`src/shared/sac_pkg.sv`:
```
/*
 Shared constants and types of the converter control block.
 Assumes a single 20 MHz clock and a synchronous active-low reset.
*/
// Contract
// - Act only with enable high, select low.
// - Byte address low starts twelve-bit conversion.
// - Byte address high starts eight-bit conversion.
// - Byte reads enable upper or lower buffers.
// - Word format high drives all twelve lines.
// - Low byte carries four bits, then zeros.
// - Busy flag high throughout each conversion.
// - Full control and standalone arrangements both work.
// - Start enables clock, clears approximation register.
// - Starts ignored and reads blocked while converting.
// - Bits tried MSB first, kept when below.
// - Falling read/convert edge starts standalone conversion.
`default_nettype none
package sac_pkg;
    localparam int unsigned RES_BITS = 12;
    localparam int unsigned SHORT_BITS = 8;
    localparam logic [3:0] LAST_FULL = 4'h0;
    localparam logic [3:0] LAST_SHORT = 4'h4;
    localparam logic [3:0] FIRST_BIT = 4'hb;
    localparam logic [11:0] RESULT_RESET = 12'h000;
    localparam logic [3:0] TRAIL_ZEROS = 4'h0;
    typedef enum logic [0:0] {
        SAC_IDLE = 1'b0,
        SAC_CONV = 1'b1
    } sac_state_type;
endpackage : sac_pkg
`default_nettype wire

```
`src/logic/sac_sar.sv`:
```
/*
 Successive approximation register stepping one bit per enabled clock.
 Assumes the comparator answer is synchronous to the clock.
*/
`default_nettype none
module sac_sar (
    // Clock and reset.
    input wire logic clock,
    input wire logic rst_b,
    input wire logic clk_en,
    // Control.
    input wire logic start,
    input wire logic short_mode,
    input wire logic comp_below,
    // Results.
    output logic busy,
    output logic [11:0] trial,
    output logic [11:0] result
);
    sac_pkg::sac_state_type state_r;
    logic [3:0] bit_r;
    logic [11:0] sar_r;
    logic short_r;
    logic last;

    assign last = (bit_r == (short_r ? sac_pkg::LAST_SHORT : sac_pkg::LAST_FULL));
    assign busy = (state_r == sac_pkg::SAC_CONV);
    // Trial code adds the bit under test to the bits already kept.
    assign trial = sar_r | (busy ? (12'h001 << bit_r) : 12'h000);

    always_ff @(posedge clock) begin
        if (!rst_b) begin
            state_r <= sac_pkg::SAC_IDLE;
            bit_r <= sac_pkg::FIRST_BIT;
            sar_r <= sac_pkg::RESULT_RESET;
            short_r <= 1'b0;
            result <= sac_pkg::RESULT_RESET;
        end else if (clk_en) begin
            unique case (state_r)
                sac_pkg::SAC_IDLE: begin
                    if (start) begin
                        sar_r <= sac_pkg::RESULT_RESET;
                        bit_r <= sac_pkg::FIRST_BIT;
                        short_r <= short_mode;
                        state_r <= sac_pkg::SAC_CONV;
                    end
                end
                sac_pkg::SAC_CONV: begin
                    sar_r[bit_r] <= comp_below;
                    bit_r <= bit_r - 4'h1;
                    if (last) begin
                        // The bit under test is still clear in sar_r, so one OR completes it.
                        result <= sar_r | (comp_below ? (12'h001 << bit_r) : 12'h000);
                        state_r <= sac_pkg::SAC_IDLE;
                    end
                end
            endcase
        end
    end
endmodule : sac_sar
`default_nettype wire

```
`src/logic/sac_control.sv`:
```
/*
 Control logic of a successive approximation converter: decode, busy flag, output buffers.
 Assumes pins synchronous to the clock and an external comparator answer.
*/
`default_nettype none
module sac_control (
    // Clock and reset.
    input wire logic clock,
    input wire logic rst_b,
    input wire logic clk_en,
    // Bus control pins.
    input wire logic chip_enable,
    input wire logic chip_select_b,
    input wire logic read_convert,
    input wire logic byte_address_bit,
    input wire logic word_format,
    // Analog side.
    input wire logic comp_below,
    output logic [11:0] dac_code,
    output logic conv_clock_en,
    // Status and data.
    output logic conversion_busy_flag,
    output logic [11:0] result_data_lines,
    output logic [11:0] result_data_oe
);
    logic selected;
    logic start;
    logic rd_prev_r;
    logic selected_prev_r;
    logic busy;
    logic reading;
    logic [11:0] result;

    assign selected = chip_enable && !chip_select_b;
    assign start = selected && !read_convert && (rd_prev_r || !selected_prev_r);

    always_ff @(posedge clock) begin
        if (!rst_b) begin
            rd_prev_r <= 1'b1;
            selected_prev_r <= 1'b0;
        end else if (clk_en) begin
            rd_prev_r <= read_convert;
            selected_prev_r <= selected;
        end
    end

    // Twelve or eight bits by byte address.
    // Short cycle when byte address high.
    sac_sar u_sar (
        .clock(clock),
        .rst_b(rst_b),
        .clk_en(clk_en),
        .start(start),
        .short_mode(byte_address_bit),
        .comp_below(comp_below),
        .busy(busy),
        .trial(dac_code),
        .result(result)
    );

    assign conversion_busy_flag = busy;
    assign conv_clock_en = busy;
    assign reading = selected && read_convert && !busy;

    always_ff @(posedge clock) begin
        if (!rst_b) begin
            result_data_lines <= sac_pkg::RESULT_RESET;
        end else if (clk_en) begin
            if (word_format || !byte_address_bit) begin
                result_data_lines <= result;
            end else begin
                // Low nibble in upper half, zeros below.
                result_data_lines <= {4'h0, result[3:0], sac_pkg::TRAIL_ZEROS};
            end
        end
    end

    always_comb begin
        result_data_oe = 12'h000;
        if (reading) begin
            if (word_format) begin
                result_data_oe = 12'hfff;
            end else if (!byte_address_bit) begin
                result_data_oe = 12'hff0;
            end else begin
                result_data_oe = 12'h0ff;
            end
        end
    end

    // Helper logic for the assertions.
    // The run length is counted here because a twelve-cycle repetition is too long to unroll.
    logic start_taken;
    logic [3:0] run_len_r;
    logic short_run_r;

    assign start_taken = clk_en && start && !busy;

    always_ff @(posedge clock) begin
        if (!rst_b) begin
            run_len_r <= 4'h0;
            short_run_r <= 1'b0;
        end else if (clk_en) begin
            if (start_taken) begin
                run_len_r <= 4'h0;
                short_run_r <= byte_address_bit;
            end else if (busy) begin
                run_len_r <= run_len_r + 4'h1;
            end
        end
    end
endmodule : sac_control
`default_nettype wire

```
`config.mk`:
```
export PLATFORM = sky130hd
export DESIGN_NAME = sac_control
export DESIGN_NICKNAME = d
export VERILOG_FILES = /design/src/shared/sac_pkg.sv /design/src/logic/sac_sar.sv /design/src/logic/sac_control.sv
export SDC_FILE = /design/constraint.sdc
export NUM_CORES = 1
export LEC_CHECK = 0
export BUFFER_PORTS_ARGS = -buffer_cell sky130_fd_sc_hd__buf_4
export CORE_MARGIN = 2
export CORE_UTILIZATION = 35
export CTS_CLUSTER_SIZE = 40
export DETAILED_ROUTE_END_ITERATION = 12
export PLACE_DENSITY = 0.68
export SLEW_MARGIN = 20
export SYNTH_ARGS = -nofsm -noshare
export SYNTH_HDL_FRONTEND = slang
export SYNTH_SLANG_ARGS = --single-unit
```
`constraint.sdc`:
```
create_clock -name clock -period 1.79 [get_ports clock]
set_clock_uncertainty 0.2 [all_clocks]
set_input_delay 0.0895 -clock clock [delete_from_list [all_inputs] [get_ports clock]]
set_output_delay 0.0895 -clock clock [all_outputs]
set_load 0.01 [all_outputs]
```
==> results_dict.tcl, run 1 <==
set metrics [dict create \
    status "finished, final reports clean" \
    switching_share_pct 22.68 \
    path_common_cell "buf_4" \
    path_class "register to output pin" \
    r2r_cells 6 \
    p_per_area_nw_per_um2 647.8 \
    synthSimpleGateAreaFrac_pct 15.42 \
    final-seq-area_um2 892.1 \
    synth_compound_area_share_pct 30.79 \
    overflow 0 \
    synth_mux_area_share_pct 2.927 \
    synth_fa_ha_area_share_pct 2.614 \
    num_vias 2123 \
    detailedPlacementHpwl_um 4069 \
    ctsLongestPathBuffers 2 \
    areaGrowthSynthToFinish_pct 22.90 \
    drive_gt1_share_pct 37.42 \
    reg2reg_from "u_sar.bit_r[1]" \
    syn_inst 263 \
    cp_cell_sequence "buf_4 > nand2b_1 > o21ai_0 > buf_4" \
    antenna_found_initial 0 \
    die_area_um2 7516 \
    p_seq_share_pct 51.9 \
    grt_pass1_wl_um 9487 \
    comb_power_share_pct 9.1 \
    syn-num-nets 277 \
    htreeDepth 2 \
    leakage_nw 1.154 \
    cp-start-kind "register" \
    ir_drop_uv 395.7 \
    cp.buffers_inverters 2 \
    clk_pin_slew_ps 90 \
    synth_top_family_by_area "compound AO/OA/AOI/OAI gates" \
    drc 0 \
    die_x_um 86.70 \
    whs_path_depth 3 \
    die_y_um 86.70 \
    max_freq_mhz 572.2 \
    cts_made_buffers 5 \
    rows 30 \
    grt_usage_pct 15.61 \
    path_max_fanout 8 \
    setup_viol_count_final 0 \
    gp_congestion 0.8967 \
    wl_um 5818 \
    start_util_pct 35.62 \
    tns_ps 0 \
    critical_path.top_delay_family "flip-flops" \
    grt_setup_unrepaired "no" \
    cp.required_ps 1500 \
    synth.avg_cell_area_um2 9.101 \
    p_switching_mw 0.4321 \
    io_buffers 46 \
    cpMaxStageDelayCell "dfxtp_2" \
    grt_pass1_vias 1963 \
    clk_latency_ps 290 \
    grt_max_degree 36 \
    r2r_slack_ps 130 \
    hold_viol_final 0 \
    cts_tree "yes" \
    holdCritPathClass "input port to register" \
    worst_r2r_endpoint "u_sar.result[3]" \
    antenna_cells 0 \
    core_area_um2 6719 \
    ys_seq_area_share_pct 36.80 \
    multi_input_area_um2 1272 \
    clkSinkCount 44 \
    slew_violations 0 \
    yosysWarnings 0 \
    yosys_register_bits 44 \
    wl_per_cell_um 15.23 \
    io_pins 47 \
    p_clk_share_pct 38.9 \
    relSlewSlack_pct 63.48 \
    cp.arrival_ps 1460 \
    syn_area_um2 2394 \
    max_stage_delay_ps 360 \
    p_total_mw 1.905 \
    ant_nets 0 \
    via_per_inst 5.558 \
    min_to "result_data_lines[10]" \
    nFillCells 655 \
    endpoint_kind "output pin" \
    post-route-period-util_pct 97.63 \
    maxCapViolations 0 \
    min_from "clk_en" \
    final.min_clock_period_ps 1748 \
    synth.distinct_cells 44 \
    internal_power_mw 1.473 \
    synth-xor-area-share_pct 0.3659 \
    first_pass_iters 4 \
    drtIter0Drc 136 \
    tightest_slew_ps 547.8 \
    cts-root-buf "clkbuf_8" \
    layout.nets 315 \
]
-- placed cells by master, fill, tap and decap left out, drive strengths merged, types with 2 or more instances in the layout --
| cell type | instances |
|---|---|
| nor3 | 9 |
| and4bb | 2 |
| nand2b | 13 |
| ha | 5 |
| a311oi | 2 |
| nor2 | 6 |
| nand3 | 9 |
| dfxtp | 44 |
| clkbuf | 6 |
| a31o | 9 |
| nor2b | 2 |
| a31oi | 19 |
| inv | 7 |
| nand3b | 2 |
| a211oi | 18 |
| o21ai | 3 |
| mux2i | 7 |
| nand2 | 10 |
| dlygate4sd3 | 7 |
| o31a | 2 |
| a21oi | 25 |
| buf | 62 |
| clkinv | 2 |
| and3 | 4 |
| nor4 | 3 |
| and2 | 4 |
| o221a | 10 |
-- area by class of cell --
type	instances	area share [%]
Multi-Input combinational cell	173	43.26
Clock buffer	6	2.467
Sequential cell	44	30.33
Clock inverter	2	1.191
Inverter	8	1.021
Tap cell	80	3.403
Timing Repair Buffer	69	18.33
-- through the flow --
| stage | area [um^2] | hold slack (ps) | utilization (%) | std cells | worst slack, ps |
|---|---|---|---|---|---|
| final | 2942 | 32.98 | 43.78 | 382 | 42.49 |
| after global routing | 2942 | 40.76 | 43.78 | 382 | 7.873 |
| after CTS | 2915 | 23.36 | 43.39 | 382 | 10.72 |
| after detailed placement | 2716 | 121.8 | 40.43 | 366 | 101.8 |
| after global placement | 2716 | 120.5 | 40.43 | 366 | 129.2 |
| after floorplan | 2394 | 17.50 | - | 263 | 68.88 |
-- cell families (layout without fill, tap and decap cells) --
family	Yosys count	in the layout
adder cells (fa/ha/maj)	5	5
flip-flops	44	44
XOR/XNOR	1	1
multiplexers	7	7
AND/OR/NAND/NOR	65	65
buffers and inverters	46	85
AO/OA/AOI/OAI	95	95
-- power by group through the flow --
stage / Clock [mW] / Combinational [mW] / Sequential (mW)
2_1_floorplan: 0 / 0.111 / 1.02
3_3_place_gp: 0 / 0.158 / 1.02
3_5_place_dp: 0 / 0.159 / 1.02
4_1_cts: 0.753 / 0.173 / 0.991
5_1_grt: 0.803 / 0.190 / 0.991
6_report: 0.742 / 0.174 / 0.990
-- per-layer routing --
layer | vias to the layer above | part of all wire (%) | GRT usage, %
li1 | 1047 | - | -
met1 | 1004 | 45 | 19.65
met2 | 65 | 49 | 26.57
met3 | 7 | 3.9 | 2.952
met4 | 0 | 1.7 | 5.540
met5 | - | 0 | 0
-- tightest hold or removal path: stages --
cell,delay [ps]
buf_4,220
nand3_1,100
a21oi_1,60
-- sequential cells by signal, summed over array words and instances (netlist names) --
| name | cells |
|---|---|
| result_data_lines | 12 |
| u_sar.result | 12 |
| u_sar.sar_r | 12 |
| u_sar.bit_r | 4 |
| rd_prev_r | 1 |
| selected_prev_r | 1 |
| u_sar.busy | 1 |
| u_sar.short_r | 1 |
-- timing repair --
item / 4_1_cts / 5_1_grt
gates resized for setup: 9 / 7
hold endpoints to repair: 18 / 0
setup buffers: 2 / 0
setup endpoints to repair: 10 / 20
hold buffers: 7 / 0
pin swaps: 1 / 0
-- worst max path at each step --
stage,endpoint,cells after the start,startpoint,slack [ps]
2_1_floorplan,u_sar.result[10],7,u_sar.bit_r[0],70
3_3_place_gp,u_sar.sar_r[0],6,u_sar.bit_r[0],130
3_5_place_dp,u_sar.result[0],6,u_sar.bit_r[0],100
4_1_cts,dac_code[0],5,u_sar.bit_r[1],10
5_1_grt,dac_code[4],4,u_sar.bit_r[3],8
6_report,dac_code[4],4,u_sar.bit_r[3],40
-- Yosys cell counts (all sizes together) --
cell,instances,area [um^2]
nor4,3,18.77
a31o,9,78.83
clkinv,1,3.750
a32oi,1,8.760
o21ai,3,15.01
xnor2,1,8.760
nand2,10,37.54
nor2,6,22.52
inv,7,26.28
and2,4,27.53
ha,5,62.56
a211oi,18,180.2
o31ai,1,7.510
o221a,10,112.6
buf,28,196.4
nand3,9,45.04
clkbuf,10,38.78
nand2b,13,81.33
a32o,1,10.01
a21oi,25,136.4
and4b,1,10.01
mux2i,7,70.07
nand3b,2,15.01
nor2b,2,12.51
a311oi,2,17.52
a31oi,19,118.9
and4bb,2,28.78
nor3,9,45.04
o2111ai,1,8.760
o211a,1,10.01
o21a,1,7.510
and3,4,25.02
o21bai,1,7.510
o31a,2,17.52
dfxtp,44,880.8
(Power assumes the default switching activity.)
==> run 2: changes to the inputs <==
- REMOVE_ABC_BUFFERS: default -> 1
==> run 2 against run 1 <==
Compared with the run above:
- the run now ends with negative setup slack left
- routed wire length is 7.3% higher
- clock power fell by 8.2%
- design area rose by 1.6%
- die area stayed put
- setup slack worse by 43 ps
- total power decreased by 2.7%
- final cell count rose by 1.0%
- sequential share of layout area decreased by 0.48 points
- global-route usage increased by 0.88 points
- non-clock buffer count grew 4
==> results_dict.tcl, run 2 (synthesis results as in run 1) <==
set metrics [dict create \
    status "finished with violations" \
    violations "negative setup slack" \
    drtIter0Drc 155 \
    areaGrowthSynthToFinish_pct 24.88 \
    rows 30 \
    switching_share_pct 25.75 \
    grt_max_degree 25 \
    ant_nets 0 \
    cts-root-buf "clkbuf_8" \
    cp-start-kind "register" \
    p_seq_share_pct 53.4 \
    p_per_area_nw_per_um2 620.4 \
    grt_pass1_wl_um 9791 \
    clk_latency_ps 310 \
    max_freq_mhz 558.5 \
    clkSinkCount 44 \
    tightest_slew_ps 503.7 \
    p_total_mw 1.854 \
    setup_viol_count_final 1 \
    gp_congestion 0.8470 \
    min_from "comp_below" \
    cts_made_buffers 5 \
    die_area_um2 7516 \
    cts_tree "yes" \
    core_area_um2 6719 \
    multi_input_area_um2 1295 \
    num_vias 2165 \
    cp.arrival_ps 1500 \
    maxCapViolations 0 \
    antenna_found_initial 0 \
    drive_gt1_share_pct 38.89 \
    layout.nets 319 \
    detailedPlacementHpwl_um 4097 \
    path_max_fanout 7 \
    first_pass_iters 4 \
    die_x_um 86.70 \
    grt_pass1_vias 1979 \
    slew_violations 0 \
    via_per_inst 5.609 \
    grt_setup_unrepaired "yes" \
    overflow 0 \
    final_cell_mix "64 x buf_4, 39 x dfxtp_1, 24 x a21oi_1, 19 x a31oi_1, 13 x nand2b_1" \
    htreeDepth 2 \
    die_y_um 86.70 \
    p_switching_mw 0.4775 \
    holdCritPathClass "input port to register" \
    wl_um 6243 \
    nFillCells 653 \
    leakage_nw 1.176 \
    layout_setup_ws_ps -0.4187 \
    wl_per_cell_um 16.17 \
    internal_power_mw 1.377 \
    p_clk_share_pct 36.7 \
    io_buffers 46 \
    ctsLongestPathBuffers 2 \
    path_class "register to output pin" \
    final-seq-area_um2 892.1 \
    start_util_pct 35.62 \
    final_common_cell "buf_4" \
    reg2reg_from "u_sar.busy" \
    final.min_clock_period_ps 1790 \
    endpoint_kind "output pin" \
    hold_viol_final 0 \
    antenna_cells 0 \
    relSlewSlack_pct 66.38 \
    post-route-period-util_pct 100.0 \
    drc 0 \
    ir_drop_uv 307.8 \
    comb_power_share_pct 9.9 \
    top_regs "result_data_lines: 12 flops, u_sar.result: 12 flops, u_sar.sar_r: 12 flops" \
    io_pins 47 \
    clk_pin_slew_ps 90 \
    grt_usage_pct 16.49 \
    cp.required_ps 1500 \
    crit_start "u_sar.bit_r[0]" \
    hold_slack_ps 25.94 \
]
[run 2: worst max-delay path, stage by stage (launching register included)]
cell and delay, ps:
dfxtp_2 350, inv_2 100, ha_4 150, buf_6 130, nand2_4 70, o31ai_4 240, buf_4 160
[run 2: layout make-up]
cell class / count / area share [%]
clock buffer: 6 / 2.763
inverter: 8 / 1.088
tap: 80 / 3.349
clock inverter: 2 / 0.5023
multi-input combinational: 173 / 43.32
sequential: 44 / 29.85
timing repair buffer: 73 / 19.13
[run 2: worst paths after layout]
| kind | end | slack (ps) | cells past startpoint |
|---|---|---|---|
| min reg2reg | result_data_lines[3] | 270 | 2 |
| max | dac_code[0] | -0.4 | 6 |
| min | u_sar.result[1] | 30 | 3 |
| max reg2reg | u_sar.sar_r[1] | 140 | 3 |
[run 2: metrics by stage]
step	cells	instance area [um^2]	setup slack (ps)	TNS, ps	util, %
after floorplan	225	2158	-57.60	-610.9	-
after global placement	367	2724	45.44	0	40.54
after detailed placement	367	2724	-13.55	-19.76	40.54
after CTS	384	2945	2.483	0	43.84
after global routing	386	2989	-30.55	-30.55	44.49
final	386	2989	-0.4187	-0.4187	44.49
[run 2: layer usage]
layer | global-route usage, % | vias up | routed length (um)
met5 | 0 | - | 0
met3 | 4.190 | 9 | 372
met2 | 26.36 | 74 | 2932
met4 | 5.682 | 0 | 81
li1 | - | 1056 | -
met1 | 21.64 | 1026 | 2856
[run 2: timing repair]
action                     in CTS  in global routing
pin swaps                       1                  1
hold endpoints to repair       19                  0
hold buffers                    8                  0
gates cloned                    0                  0
setup buffers                   1                  2
resized for setup              15                  8
setup endpoints to repair      18                 21
[run 2: power groups by stage]
stage / Sequential, mW / Clock, mW / Combinational [mW]
floorplan: 1.02 / 0 / 0.0687
global placement: 1.02 / 0 / 0.162
global route: 0.992 / 0.718 / 0.196
CTS: 0.992 / 0.682 / 0.179
finish: 0.991 / 0.681 / 0.183
detailed placement: 1.02 / 0 / 0.163
